$ cat src/shared/egx_pkg.sv
// Constants for the encrypted guest exit classifier
package egx_pkg;
   // Register offsets (byte addresses)
   localparam logic [7:0] OFF_ENC_CTRL = 8'h00;
   localparam logic [7:0] OFF_BRV_CTRL = 8'h04;
   localparam logic [7:0] OFF_GUEST_ADDRESS_SPACE_ID = 8'h08;
   localparam logic [7:0] OFF_FEATURE_LEAF = 8'h0C;
   localparam logic [7:0] OFF_MIN_ADDRESS_SPACE_ID = 8'h10;
   localparam logic [7:0] OFF_STATUS = 8'h14;
   localparam logic [7:0] OFF_LAST_EXIT = 8'h18;
   // Encryption and branch control word field positions
   localparam int BIT_ENC_VIRT = 1;
   localparam int BIT_ENC_REGS = 2;
   localparam int BIT_FORCED = 5;
   localparam int BIT_BRV = 0;
   // Feature leaf bits
   localparam int FEAT_ENC_VIRT = 1;
   localparam int FEAT_ENC_REGS = 3;
   localparam int FEAT_FORCED = 16;
   // Status bits
   localparam int ST_FORCED_ACT = 0;
   localparam int ST_REGS_ACT = 1;
   localparam int ST_GUEST_RUN = 2;
   localparam int ST_ADDRESS_SPACE_ID_LOW = 3;
   localparam int ST_LAST_AUTO = 4;
   // Reset values and widths
   localparam logic [31:0] RST_ZERO = 32'h0000_0000;
   localparam int ADDRESS_SPACE_ID_W = 12;
   localparam logic [11:0] MIN_ADDRESS_SPACE_ID_VAL = 12'h001;
   localparam int GPA_W = 52;
   localparam int CBIT_POS = 47;
   // Exit codes
   localparam logic [11:0] EX_MC = 12'h052;
   localparam logic [11:0] EX_INTR_LO = 12'h060;
   localparam logic [11:0] EX_INTR_HI = 12'h064;
   localparam logic [11:0] EX_PAUSE = 12'h077;
   localparam logic [11:0] EX_HLT = 12'h078;
   localparam logic [11:0] EX_SHUTDOWN = 12'h07F;
   localparam logic [11:0] EX_FEAT_TRAP = 12'h08F;
   localparam logic [7:0] EX_CTRL_TRAP_HI = 8'h09;
   localparam logic [11:0] EX_NESTED_FAULT = 12'h400;
   localparam logic [11:0] EX_GUEST_EXIT = 12'h403;
   localparam logic [63:0] EX_INVALID = 64'hFFFF_FFFF_FFFF_FFFF;
   localparam logic [63:0] EX_BUSY = 64'hFFFF_FFFF_FFFF_FFFE;
   localparam int FAULT_RSVD_BIT = 3;
   localparam logic [7:0] VC_VECTOR = 8'h1D;
   // Run states
   typedef enum logic [1:0] {
      ST_HOST = 2'b01,
      ST_GUEST = 2'b10
   } egx_state_t;
endpackage

$ cat src/logic/egx_classifier.sv
// Encrypted guest exit classifier with APB control registers
//
// Summary of operation
// (RULE1) Forced encryption only with encryption, no register encryption
// (RULE2) Forced encryption makes select bit one
// (RULE3) Nested lookup uses address without select bit
// (RULE4) Feature leaf reports forced encryption support
// (RULE5) Feature leaf reports register encryption support
// (RULE6) Hypervisor sets register, encryption, branch bits
// (RULE7) Report minimum id for plain encrypted guests
// (RULE8) Hypervisor prepares initial encrypted state image
// (RULE9) Save on exit, restore only on entry
// (RULE10) Save structure uses guest key, integrity; save_guest_key and save_integrity are low in the state_save cycle
// (RULE11) Exit taken only when intercept bit set; code also takes guest exit without it under register encryption
// (RULE12) Automatic exits report reason, others raise exception
// (RULE13) Asynchronous automatic exits never advance pointer
// (RULE14) Instruction and trap exits advance pointer
// (RULE15) Nested fault automatic only without reserved error
// (RULE16) Invalid state minus one, busy minus two
// (RULE17) Hypervisor marks emulated I/O pages reserved
// (RULE18) No instruction bytes saved under register encryption
// (RULE19) Exception precise, fixed vector, error equals code
//
// Decided for this implementation: the register offsets and register access over APB.
module egx_classifier
   import egx_pkg::*;
(
   // Clock and reset
   input wire logic clk,
   input wire logic rst,
   // APB slave
   input wire logic psel,
   input wire logic penable,
   input wire logic pwrite,
   input wire logic [31:0] paddr,
   input wire logic [31:0] pwdata,
   input wire logic [3:0] pstrb,
   output logic [31:0] prdata,
   output logic pready,
   output logic pslverr,
   // Guest entry request
   input wire logic guest_entry,
   input wire logic entry_invalid,
   input wire logic entry_busy,
   // Guest exit event from the core
   input wire logic exit_req,
   input wire logic [11:0] exit_code,
   input wire logic exit_intercept,
   input wire logic [31:0] exit_fault_code,
   input wire logic [3:0] exit_insn_len,
   input wire logic [63:0] guest_rip,
   // Guest memory reference
   input wire logic [GPA_W-1:0] mem_gpa,
   input wire logic mem_cbit,
   output logic mem_eff_cbit,
   output logic [GPA_W-1:0] nested_lookup_gpa,
   // Automatic exit to the hypervisor
   output logic ae_valid,
   output logic [63:0] ae_exit_reason,
   output logic rip_adv_valid,
   output logic [63:0] rip_next,
   output logic insn_bytes_save_en,
   // Guest communication exception
   output logic vc_valid,
   output logic [7:0] vc_vector,
   output logic [63:0] vc_error_code,
   // State save and restore control
   output logic state_save,
   output logic state_restore,
   output logic save_guest_key,
   output logic save_integrity,
   output logic guest_active
);

   ////////////////////////////////////////////////////////////////////////
   // Register storage
   logic [31:0] enc_ctrl_reg;
   logic [31:0] brv_ctrl_reg;
   logic [ADDRESS_SPACE_ID_W-1:0] address_space_id_reg;
   logic [31:0] last_exit_reg;
   logic last_auto_reg;
   egx_state_t state_reg;
   // Modes latched at guest entry, so mid-run writes do not disturb a guest
   logic run_virt_reg;
   logic run_regs_reg;
   logic run_forced_reg;

   ////////////////////////////////////////////////////////////////////////
   // APB decode
   wire logic apb_access = psel & penable;
   wire logic hit_enc = (paddr[7:0] == OFF_ENC_CTRL);
   wire logic hit_brv = (paddr[7:0] == OFF_BRV_CTRL);
   wire logic hit_address_space_id = (paddr[7:0] == OFF_GUEST_ADDRESS_SPACE_ID);
   wire logic hit_feat = (paddr[7:0] == OFF_FEATURE_LEAF);
   wire logic hit_min = (paddr[7:0] == OFF_MIN_ADDRESS_SPACE_ID);
   wire logic hit_stat = (paddr[7:0] == OFF_STATUS);
   wire logic hit_last = (paddr[7:0] == OFF_LAST_EXIT);
   wire logic high_zero = (paddr[31:8] == 24'h00_0000) & (paddr[1:0] == 2'h0);
   wire logic hit_rw = high_zero & (hit_enc | hit_brv | hit_address_space_id);
   wire logic hit_ro = high_zero & (hit_feat | hit_min | hit_stat | hit_last);
   wire logic apb_wr = apb_access & pwrite & hit_rw;
   wire logic [31:0] wmask = {{8{pstrb[3]}}, {8{pstrb[2]}}, {8{pstrb[1]}}, {8{pstrb[0]}}};
   // Only the documented control bits are writable
   wire logic [31:0] enc_bits = (32'h1 << BIT_ENC_VIRT) | (32'h1 << BIT_ENC_REGS)
      | (32'h1 << BIT_FORCED);
   wire logic [31:0] enc_next = (enc_ctrl_reg & ~(wmask & enc_bits))
      | (pwdata & wmask & enc_bits);
   wire logic [31:0] brv_bits = 32'h1 << BIT_BRV;
   wire logic [31:0] brv_next = (brv_ctrl_reg & ~(wmask & brv_bits))
      | (pwdata & wmask & brv_bits);
   wire logic [31:0] address_space_id_wide = {{(32-ADDRESS_SPACE_ID_W){1'b0}}, address_space_id_reg};
   wire logic [31:0] address_space_id_next = (address_space_id_wide & ~wmask) | (pwdata & wmask);

   // Slave answers in the first access cycle; unmapped or writes to read-only fail
   assign pready = 1'b1;
   assign pslverr = apb_access & ~(hit_rw | (hit_ro & ~pwrite));

   ////////////////////////////////////////////////////////////////////////
   // Configuration decode
   wire logic cfg_virt = enc_ctrl_reg[BIT_ENC_VIRT];
   wire logic cfg_regs = enc_ctrl_reg[BIT_ENC_REGS];
   // (RULE1) forced bit gating
   wire logic cfg_forced = enc_ctrl_reg[BIT_FORCED] & cfg_virt & ~cfg_regs;
   // (RULE7) low id check
   wire logic address_space_id_low = cfg_virt & ~cfg_regs & (address_space_id_reg < MIN_ADDRESS_SPACE_ID_VAL);
   wire logic running = (state_reg == ST_GUEST);

   // Feature leaf and status words
   // (RULE4) forced support bit
   // (RULE5) register encryption bit
   wire logic [31:0] feat_word = (32'h1 << FEAT_FORCED) | (32'h1 << FEAT_ENC_REGS)
      | (32'h1 << FEAT_ENC_VIRT);
   wire logic [31:0] stat_word = {27'h000_0000, last_auto_reg, address_space_id_low, running,
      run_regs_reg & running, run_forced_reg & running};

   // Read data mux
   wire logic [31:0] rd_mux = !high_zero ? RST_ZERO :
      hit_enc ? enc_ctrl_reg :
      hit_brv ? brv_ctrl_reg :
      hit_address_space_id ? address_space_id_wide :
      hit_feat ? feat_word :
      hit_min ? {20'h0_0000, MIN_ADDRESS_SPACE_ID_VAL} :
      hit_stat ? stat_word :
      hit_last ? last_exit_reg : RST_ZERO;
   // Read data loads at the end of setup so it stands through the access phase;
   // a status change during the access cycle shows on the next read
   always_ff @(posedge clk or posedge rst) begin
      if (rst) begin
         prdata <= RST_ZERO;
      end else begin
         prdata <= (psel & ~penable & ~pwrite) ? rd_mux : RST_ZERO;
      end
   end

   ////////////////////////////////////////////////////////////////////////
   // Exit classification
   wire logic is_mc = (exit_code == EX_MC);
   wire logic is_intr = (exit_code >= EX_INTR_LO) & (exit_code <= EX_INTR_HI);
   wire logic is_shut = (exit_code == EX_SHUTDOWN);
   wire logic is_pause = (exit_code == EX_PAUSE);
   wire logic is_hlt = (exit_code == EX_HLT);
   wire logic is_feat_trap = (exit_code == EX_FEAT_TRAP);
   wire logic is_ctrl_trap = (exit_code[11:4] == EX_CTRL_TRAP_HI);
   wire logic is_gexit = (exit_code == EX_GUEST_EXIT);
   wire logic is_npf = (exit_code == EX_NESTED_FAULT);
   // (RULE14) pointer advance set
   wire logic is_adv = is_pause | is_hlt | is_feat_trap | is_ctrl_trap | is_gexit;
   // (RULE15) reserved bit split
   wire logic npf_auto = is_npf & ~exit_fault_code[FAULT_RSVD_BIT];
   // (RULE13) asynchronous automatic set
   wire logic is_async = is_mc | is_intr | is_shut;
   wire logic is_auto = is_async | is_adv | npf_auto;
   // (RULE11) intercept gating; guest exit instruction needs no intercept under register encryption
   wire logic ex_taken = running & exit_req & (exit_intercept | (run_regs_reg & is_gexit));
   // (RULE12) automatic versus exception split
   wire logic take_ae = ex_taken & (~run_regs_reg | is_auto);
   wire logic take_vc = ex_taken & run_regs_reg & ~is_auto;

   // Entry checks
   wire logic entry_req = (state_reg == ST_HOST) & guest_entry;
   wire logic entry_fail = entry_req & (entry_invalid | entry_busy);
   wire logic entry_ok = entry_req & ~entry_invalid & ~entry_busy;
   // (RULE16) invalid wins over busy
   wire logic [63:0] fail_reason = entry_invalid ? EX_INVALID : EX_BUSY;

   // Next run state
   egx_state_t state_next;
   always_comb begin
      state_next = state_reg;
      case (state_reg)
         ST_HOST: begin
            if (entry_ok) begin
               state_next = ST_GUEST;
            end
         end
         ST_GUEST: begin
            if (take_ae) begin
               state_next = ST_HOST;
            end
         end
         default: begin
            state_next = ST_HOST;
         end
      endcase
   end

   ////////////////////////////////////////////////////////////////////////
   // Register writes from software
   always_ff @(posedge clk or posedge rst) begin
      if (rst) begin
         enc_ctrl_reg <= RST_ZERO;
         brv_ctrl_reg <= RST_ZERO;
         address_space_id_reg <= '0;
      end else if (apb_wr) begin
         if (hit_enc) enc_ctrl_reg <= enc_next;
         if (hit_brv) brv_ctrl_reg <= brv_next;
         if (hit_address_space_id) address_space_id_reg <= address_space_id_next[ADDRESS_SPACE_ID_W-1:0];
      end
   end

   // Run state and modes in effect for the running guest
   always_ff @(posedge clk or posedge rst) begin
      if (rst) begin
         state_reg <= ST_HOST;
         run_virt_reg <= 1'b0;
         run_regs_reg <= 1'b0;
         run_forced_reg <= 1'b0;
      end else begin
         state_reg <= state_next;
         if (entry_ok) begin
            run_virt_reg <= cfg_virt;
            run_regs_reg <= cfg_regs & cfg_virt;
            run_forced_reg <= cfg_forced;
         end
      end
   end

   // Hypervisor-visible exit reports
   always_ff @(posedge clk or posedge rst) begin
      if (rst) begin
         ae_valid <= 1'b0;
         ae_exit_reason <= 64'h0;
         rip_adv_valid <= 1'b0;
         rip_next <= 64'h0;
         insn_bytes_save_en <= 1'b0;
         last_exit_reg <= RST_ZERO;
         last_auto_reg <= 1'b0;
      end else begin
         ae_valid <= take_ae | entry_fail;
         rip_adv_valid <= 1'b0;
         insn_bytes_save_en <= 1'b0;
         if (entry_fail) begin
            ae_exit_reason <= fail_reason;
            last_exit_reg <= fail_reason[31:0];
            last_auto_reg <= 1'b1;
         end else if (ex_taken) begin
            last_exit_reg <= {20'h0_0000, exit_code};
            last_auto_reg <= take_ae;
            if (take_ae) begin
               ae_exit_reason <= {52'h0_0000_0000_0000, exit_code};
               // (RULE14) advance past instruction
               rip_adv_valid <= run_regs_reg & is_adv;
               rip_next <= guest_rip + {60'h0, exit_insn_len};
               // (RULE18) no instruction bytes
               insn_bytes_save_en <= is_npf & ~run_regs_reg;
            end
         end
      end
   end

   // Guest communication exception, delivered inside the guest
   always_ff @(posedge clk or posedge rst) begin
      if (rst) begin
         vc_valid <= 1'b0;
         vc_vector <= 8'h00;
         vc_error_code <= 64'h0;
      end else begin
         vc_valid <= take_vc;
         if (take_vc) begin
            // (RULE19) fixed vector and code
            vc_vector <= VC_VECTOR;
            vc_error_code <= {52'h0_0000_0000_0000, exit_code};
         end
      end
   end

   // Register state protection across world switches
   always_ff @(posedge clk or posedge rst) begin
      if (rst) begin
         state_save <= 1'b0;
         state_restore <= 1'b0;
         save_guest_key <= 1'b0;
         save_integrity <= 1'b0;
      end else begin
         // (RULE9) save on exit, restore on entry
         state_save <= take_ae & run_regs_reg;
         state_restore <= entry_ok & cfg_regs & cfg_virt;
         // (RULE10) guest key with integrity only while state_next is ST_GUEST; both low with state_save
         save_guest_key <= (state_next == ST_GUEST) ? (entry_ok ? cfg_regs & cfg_virt
            : run_regs_reg) : 1'b0;
         save_integrity <= (state_next == ST_GUEST) ? (entry_ok ? cfg_regs & cfg_virt
            : run_regs_reg) : 1'b0;
      end
   end

   // Guest memory path, one cycle of latency
   always_ff @(posedge clk or posedge rst) begin
      if (rst) begin
         mem_eff_cbit <= 1'b0;
         nested_lookup_gpa <= '0;
      end else begin
         // (RULE2) select bit forced
         mem_eff_cbit <= mem_cbit | (running & run_forced_reg);
         // (RULE3) strip select bit
         nested_lookup_gpa <= mem_gpa & ~({{(GPA_W-1){1'b0}}, 1'b1} << CBIT_POS);
      end
   end

   assign guest_active = running;

endmodule // egx_classifier

$ cat config.mk
export PLATFORM = sky130hd
export DESIGN_NAME = egx_classifier
export DESIGN_NICKNAME = d
export VERILOG_FILES = /design/src/shared/egx_pkg.sv /design/src/logic/egx_classifier.sv
export SDC_FILE = /design/constraint.sdc
export NUM_CORES = 1
export LEC_CHECK = 0
export BUFFER_PORTS_ARGS = -buffer_cell sky130_fd_sc_hd__buf_2
export CORE_AREA = 2 2 212 214
export DETAILED_ROUTE_END_ITERATION = 16
export DIE_AREA = 0 0 214 216
export PLACE_DENSITY = 0.47
export SLEW_MARGIN = 5
export SYNTH_ARGS = -nofsm -noshare
export SYNTH_HDL_FRONTEND = slang
export SYNTH_SLANG_ARGS = --single-unit
$ cat constraint.sdc
create_clock -name clk -period 5.7 [get_ports clk]
set_input_delay 0.57 -clock clk [delete_from_list [all_inputs] [get_ports clk]]
set_output_delay 0.57 -clock clk [all_outputs]
set_load 0.05 [all_outputs]
* Word level (Yosys, flattened, before mapping)
Index checks and enable logic that the tools add are counted.
Cells by class: add/subtract/negate cells 1, order comparisons 3, eq/ne operators 17, mux-type cells 28, bitwise gates (word level) 73, reductions and logical operators 10
Operators by type and width (number):
- $mux W32 | 11
- $mux W64 | 3
- $add A64 B4 Y64 | 1
- $and A32 B32 Y32 | 2
- $eq A12 B7 Y1 const B | 4
- $and A1 B1 Y1 | 34
- $not A1 Y32 | 1
- $not A6 Y32 | 1
- $or A32 B1 Y32 | 1
- $or A32 B6 Y32 | 1
- $and A12 B12 Y12 | 2
- $eq A12 B11 Y1 const B | 2
- $eq A8 B4 Y1 const B | 3
- $eq A8 B5 Y1 const B | 3
- $logic_not A24 Y1 | 1
- $or A1 B1 Y1 | 19
- $eq A12 B8 Y1 const B | 1
- $ge A12 B7 Y1 const B | 1
- $le A12 B7 Y1 const B | 1
- $lt A12 B1 Y1 const B | 1
- $not A12 Y12 | 1
- $or A12 B12 Y12 | 1
- $mux W1 | 11
- $not A1 Y1 | 10
- other kinds (10) | 16
Storage, ports and cells: bits in registers 345, input bits 243

* Depth between registers and ports, before layout
depth in word-level cells 13, mapped depth 10, depth with buffers taken out 9

* Least setup slack after synthesis
Ideal clock, no wire load.
kind input to output, start input paddr[2], end output pslverr, data arrival time 2.190 ns, data required time 5.130 ns, setup slack 2.940 ns, stages 5, buffers on the path 2, cell sequence clkbuf_1 > clkbuf_1 > a22o_1 > o21ai_0 > a31oi_1
Between the ends: word-level cells in the longest chain between the ends 9, elaborated cells on any way between the ends 18, those cells by class eq/ne (6); bitwise (11); reduce/logical (1)
Ends and longest elaborated chain:
- from (decl) | RTL line egx_classifier.sv:35 | input wire logic [31:0] paddr,
- $eq A8 B4 Y1 or $eq A8 B5 Y1 (tied branches) | RTL line egx_classifier.sv:94, egx_classifier.sv:95
- $or A1 B1 Y1 (3 in series) | RTL line egx_classifier.sv:100 | wire logic hit_ro = high_zero & (hit_feat | hit_min | hit_stat | hit_last);
- $and A1 B1 Y1 | RTL line egx_classifier.sv:100
- $and A1 B1 Y1 | RTL line egx_classifier.sv:116 | assign pslverr = apb_access & ~(hit_rw | (hit_ro & ~pwrite));
- $or A1 B1 Y1 * | RTL line egx_classifier.sv:116
- $not A1 Y1 * | RTL line egx_classifier.sv:116
- $and A1 B1 Y1 * | RTL line egx_classifier.sv:116
- to (decl) | RTL line egx_classifier.sv:40 | output logic pslverr,
Mark *: on every way between the ends. The rest lies on a longest branch, timed or not.

* Worst setup path after layout
start register state_reg[0], end register rip_next[37]
Between the ends: word-level cells in the longest chain between the ends 5, elaborated cells on any way between the ends 9, those cells by class eq/ne (2); bitwise (6); reduce/logical (1)
Ends and longest elaborated chain:
- from (decl) | RTL line egx_classifier.sv:82 | egx_state_t state_reg;
- from (signal assigned) | RTL line egx_classifier.sv:229 | state_reg <= state_next;
- $eq A2 B2 Y1 or $eq A2 B1 Y1 (tied branches) | RTL line egx_classifier.sv:126, egx_classifier.sv:180
- $and A1 B1 Y1, on equally long branches | RTL line egx_classifier.sv:174, egx_classifier.sv:180
- $and A1 B1 Y1, on equally long branches | RTL line egx_classifier.sv:174, egx_classifier.sv:181
- $and A1 B1 Y1 or $not A1 Y1 (tied branches)
- $reduce_and A3 Y1 (no line) *
- to (signal assigned) | RTL line egx_classifier.sv:263 | rip_next <= guest_rip + {60'h0, exit_insn_len};
- to (decl) | RTL line egx_classifier.sv:61 | output logic [63:0] rip_next,
Marks and branches as above. A chain may end at the register's enable or synchronous reset.

==> results.md <==
Clocking:
- Counting along the longest clock path gives a buffer depth of 2.
- The tree is rooted in a sky130_fd_sc_hd__clkbuf_16.
- The number of instances resized during post-cts repair is 0.
- In this run the number of H-tree levels came out at 4.
- The TritonCTS clock tree is yes.
- After clock tree synthesis, the clock-pin slew on the worst setup and hold paths is 80 ps.
- The clock sink count is 197.
- At the later pin of the worst-skew pair, clock insertion delay measures 490 ps.
- The number of buffers created by CTS is 17.
- In this run, post-CTS hold repair placed 0 buffers.
- The buffers inserted during post-CTS setup optimization is 0.

Layout:
- The register with the most flip-flops in the layout has 64 of them.
- Summing all multi-input logic gate instances after layout gives 4020 µm².
- The count of non-filler cells in the finished layout is 1848.
- The finished layout cell area is 12600 µm².
- In the final layout, the share of cells above drive strength 1 is 43.5%.
- The filler cell count is 4655.
- The number of nets at the end of the flow is 1490.
- Compared with the post-synthesis result, the final layout area differs by 26.9%.
- The total area of sequential cells is 4930 µm².
- Counting flops per register, the top entry is rip_next.
- The largest registers in the layout are rip_next: 64 flops, nested_lookup_gpa: 51 flops, prdata: 14 flops.

Worst setup path:
- In this run the worst path has a maximum fanout of 33.
- In this design, the stage delay of the slowest critical-path cell is 550 ps.
- By instance count, the cell type seen most on the critical path is sky130_fd_sc_hd__o31ai_4.
- Grouping stages by cell kind, the critical path spends the most delay in simple AND/OR/NAND/NOR gates.
- Together, buffers and inverters on the worst path number 2.
- The cell with the biggest individual delay on the critical path is sky130_fd_sc_hd__nor2_4.
- At the worst endpoint, the arrival time is 3640 ps.
- The critical path start-end classification is register to register.
- STA classifies the critical path endpoint as a register.
- Data on the critical path is required at its endpoint by 6080 ps.
- The signal on the critical path passes through inv_1, ha_1, nand3_1, o31ai_4, o31ai_4, nor2_4, buf_4, mux2_2.
- STA classifies the critical path startpoint as a register.

Timing:
- Subtracting the final worst setup slack from the clock period gives 3260 ps.
- The ratio of final minimum period to clock period is 57.2%.
- Setup repair after global routing left no endpoint under its margin.
- The aggregate negative setup slack is 0 ps.
- The number of setup violations in the final report is 0.
- The final clock skew is 16.9 ps.
- The final max-slew violation count came to 0.
- At the pin with the least slew margin, the transition time is 1140 ps.
- The max-slew headroom at the worst pin is 23.9%.
- The count of endpoints failing hold in the final timing report came to 0.
- Timing would allow up to 307 MHz.

Floorplanning:
- The die area is 46200 µm².
- During I/O placement, the number of pins put on the boundary was 539.
- Once the floorplan was initialized, standard cells occupied 22.6% of the core.
- The floorplan has 77 rows.
- The area of the core is 43800 µm².
- The overall die width is 214 µm.
- The floorplan step set the die height to 216 µm.

Route:
- The number of vias per cell is 4.14.
- Dividing the detail-routed wire length by the instance count gives 16.9 µm.
- The overall routed net length is 31300 µm.
- The first detailed-routing pass took 4 iterations.
- The final route contains 7659 vias.
- In the routed design, unresolved DRC markers number 0.
- After the first detailed-routing iteration, the DRC count stood at 289.
- The post-detailed-route count of antenna-violating nets is 0.

Logic synthesis:
- The post-synthesis average cell area is 11.1 µm².
- Of all flip-flops after synthesis, the portion carrying an async set or reset was 100%.
- The synthesized design contains 0 enable-type register cells.
- The most common flop cell mapped by yosys is sky130_fd_sc_hd__dfrtp_1.
- Synthesis inferred 197 register bits.
- During synthesis, Yosys emitted a total of 0 warnings.
- The area of the mapped netlist is 9910 µm².
- The post-synthesis sequential area ratio is 49.7%.
- The instance count of the mapped netlist is 897.
- The number of distinct standard cells referenced by the synthesized netlist is 67.

Placed design:
- The final weighted congestion in routability-driven placement is 0.846.
- The count of port buffers added during placement is 426.
- Once placement finished, the instance area stood at 11900 µm².
- Including well taps, the total number of placed cells is 1813.
- The sum of net half-perimeters after detailed placement is 24200 µm.

Pwr:
- The worst voltage drop across the vdd grid is 290 µV.
- For this design the static power due to leakage is 6.11 nW.
- The power per cell area is 378 nW/µm².

Global routing:
- The overall global routing resource usage is 13.6%.
- After global routing the overflow that remains totals 0.
- The number of antenna violations at the first check in global routing was 7.
- The first global-routing pass estimated 46900 µm of wire.
- The number of global-route vias before repair is 7614.
- The maximum number of pins on one net before global-route repair is 105.

Status:
- The run finished with clean final reports.

Job:
- The max-cap check violation count is 0.

Worst hold path:
- The classification of the worst-slack hold path is input port to register.
worst register-to-register path: cells and delay by family (launching register included):
kind	cells	cell delay [ps]
flops	1	370
fa+ha+maj	1	450
simple gates	2	760
compound gates	2	570
mux	1	430
buf+inv	2	590
power by group:
part | leakage (nW) | total [mW] | switching (mW) | internal [mW]
sequential | 2.48 | 1.72 | 0.107 | 1.61
combinational | 3.32 | 1.69 | 1.32 | 0.373
clock | 0.312 | 1.34 | 0.613 | 0.728
total | 6.11 | 4.75 | 2.04 | 2.71
final timing paths:
| path | depth (start not counted) | end | slack (ps) | startpoint |
|---|---|---|---|---|
| max | 8 | rip_next[37] | 2440 | state_reg[0] |
| min | 1 | nested_lookup_gpa[48] | 170 | mem_gpa[48] |
| max reg2reg | 8 | rip_next[37] | 2440 | state_reg[0] |
| min reg2reg | 1 | vc_error_code[1] | 480 | vc_error_code[1] |
| max in group asynchronous | 3 | ae_exit_reason[9] | 4170 | rst |
| min in group asynchronous | 2 | nested_lookup_gpa[42] | 230 | rst |
synth_stat cells (all sizes together), types with 4 or more instances:
library cell / count / area, µm²
dfrtp: 196 / 4900
buf: 144 / 1080
mux2: 77 / 867
nand2: 55 / 206
nor2: 54 / 205
xnor2: 49 / 429
o21ai: 42 / 210
nand3: 34 / 175
nand4: 23 / 150
nor3: 23 / 151
clkbuf: 21 / 78.8
a21oi: 20 / 100
nor4: 16 / 179
and3: 13 / 81.3
xor2: 13 / 114
and4: 12 / 105
inv: 11 / 41.3
mux2i: 11 / 110
a22oi: 6 / 45.0
ha: 6 / 75.1
or2: 6 / 37.5
a21o: 5 / 37.5
and2: 5 / 31.3
nor2b: 5 / 31.3
o211ai: 5 / 37.5
nor3b: 4 / 35.0
nor4b: 4 / 50.1
o22a: 4 / 35.0
cell families after synthesis:
group           Yosys count  share of synthesized area [%]
buf+inv                 176                           12.1
compound gates           99                           6.29
simple gates            266                           15.5
xor+xnor                 62                           5.48
other cells               2                         0.0758
mux                      88                           9.86
flops                   197                           49.7
fa+ha+maj                 7                          0.959
per-layer routing:
layer / global-route usage [%] / wire length [µm] / vias to the layer above
met1: 15.1 / 12400 / 3677
met3: 5.12 / 2480 / 33
met4: 5.64 / 553 / 8
li1: - / - / 3640
met5: 0 / 60 / -
met2: 23.3 / 15800 / 301
layout make-up:
class	count	share of cell area [%]
Inverter	11	0.358
Tap cell	592	5.89
Clock buffer	19	3.60
Sequential cell	197	39.2
Timing Repair Buffer	433	17.5
Multi-Input combinational cell	580	31.9
Clock inverter	13	1.47
Antenna cell	3	0.0597
through the flow:
step	total power [mW]	hold WS, ps	util [%]	worst slack, ps
after global placement	3.45	463	27.2	1960
after floorplan	3.05	455	-	2580
after CTS	4.84	124	28.7	2290
after detailed placement	3.46	469	27.2	1930
after global routing	4.99	143	28.7	2180
final	4.75	174	28.7	2440
cell usage in the layout (no fill, tap or decap), types with 9 or more instances in the layout:
| master | Yosys | routed |
|---|---|---|
| sky130_fd_sc_hd__buf_2 | 8 | 426 |
| sky130_fd_sc_hd__dfrtp_1 | 196 | 196 |
| sky130_fd_sc_hd__conb_1 | 2 | 58 |
| sky130_fd_sc_hd__nand2_1 | 55 | 55 |
| sky130_fd_sc_hd__nor2_1 | 53 | 52 |
| sky130_fd_sc_hd__mux2_2 | 50 | 50 |
| sky130_fd_sc_hd__xnor2_1 | 49 | 49 |
| sky130_fd_sc_hd__o21ai_0 | 37 | 37 |
| sky130_fd_sc_hd__nand3_1 | 33 | 33 |
| sky130_fd_sc_hd__mux2_1 | 27 | 27 |
| sky130_fd_sc_hd__nand4_1 | 22 | 22 |
| sky130_fd_sc_hd__a21oi_1 | 20 | 20 |
| sky130_fd_sc_hd__nor3_1 | 17 | 17 |
| sky130_fd_sc_hd__clkbuf_16 | 0 | 17 |
| sky130_fd_sc_hd__xor2_1 | 13 | 13 |
| sky130_fd_sc_hd__and3_1 | 13 | 13 |
| sky130_fd_sc_hd__and4_1 | 12 | 12 |
| sky130_fd_sc_hd__mux2i_1 | 11 | 11 |
| sky130_fd_sc_hd__inv_1 | 11 | 10 |
| sky130_fd_sc_hd__nor4_1 | 9 | 9 |
(Power assumes the default switching activity.)
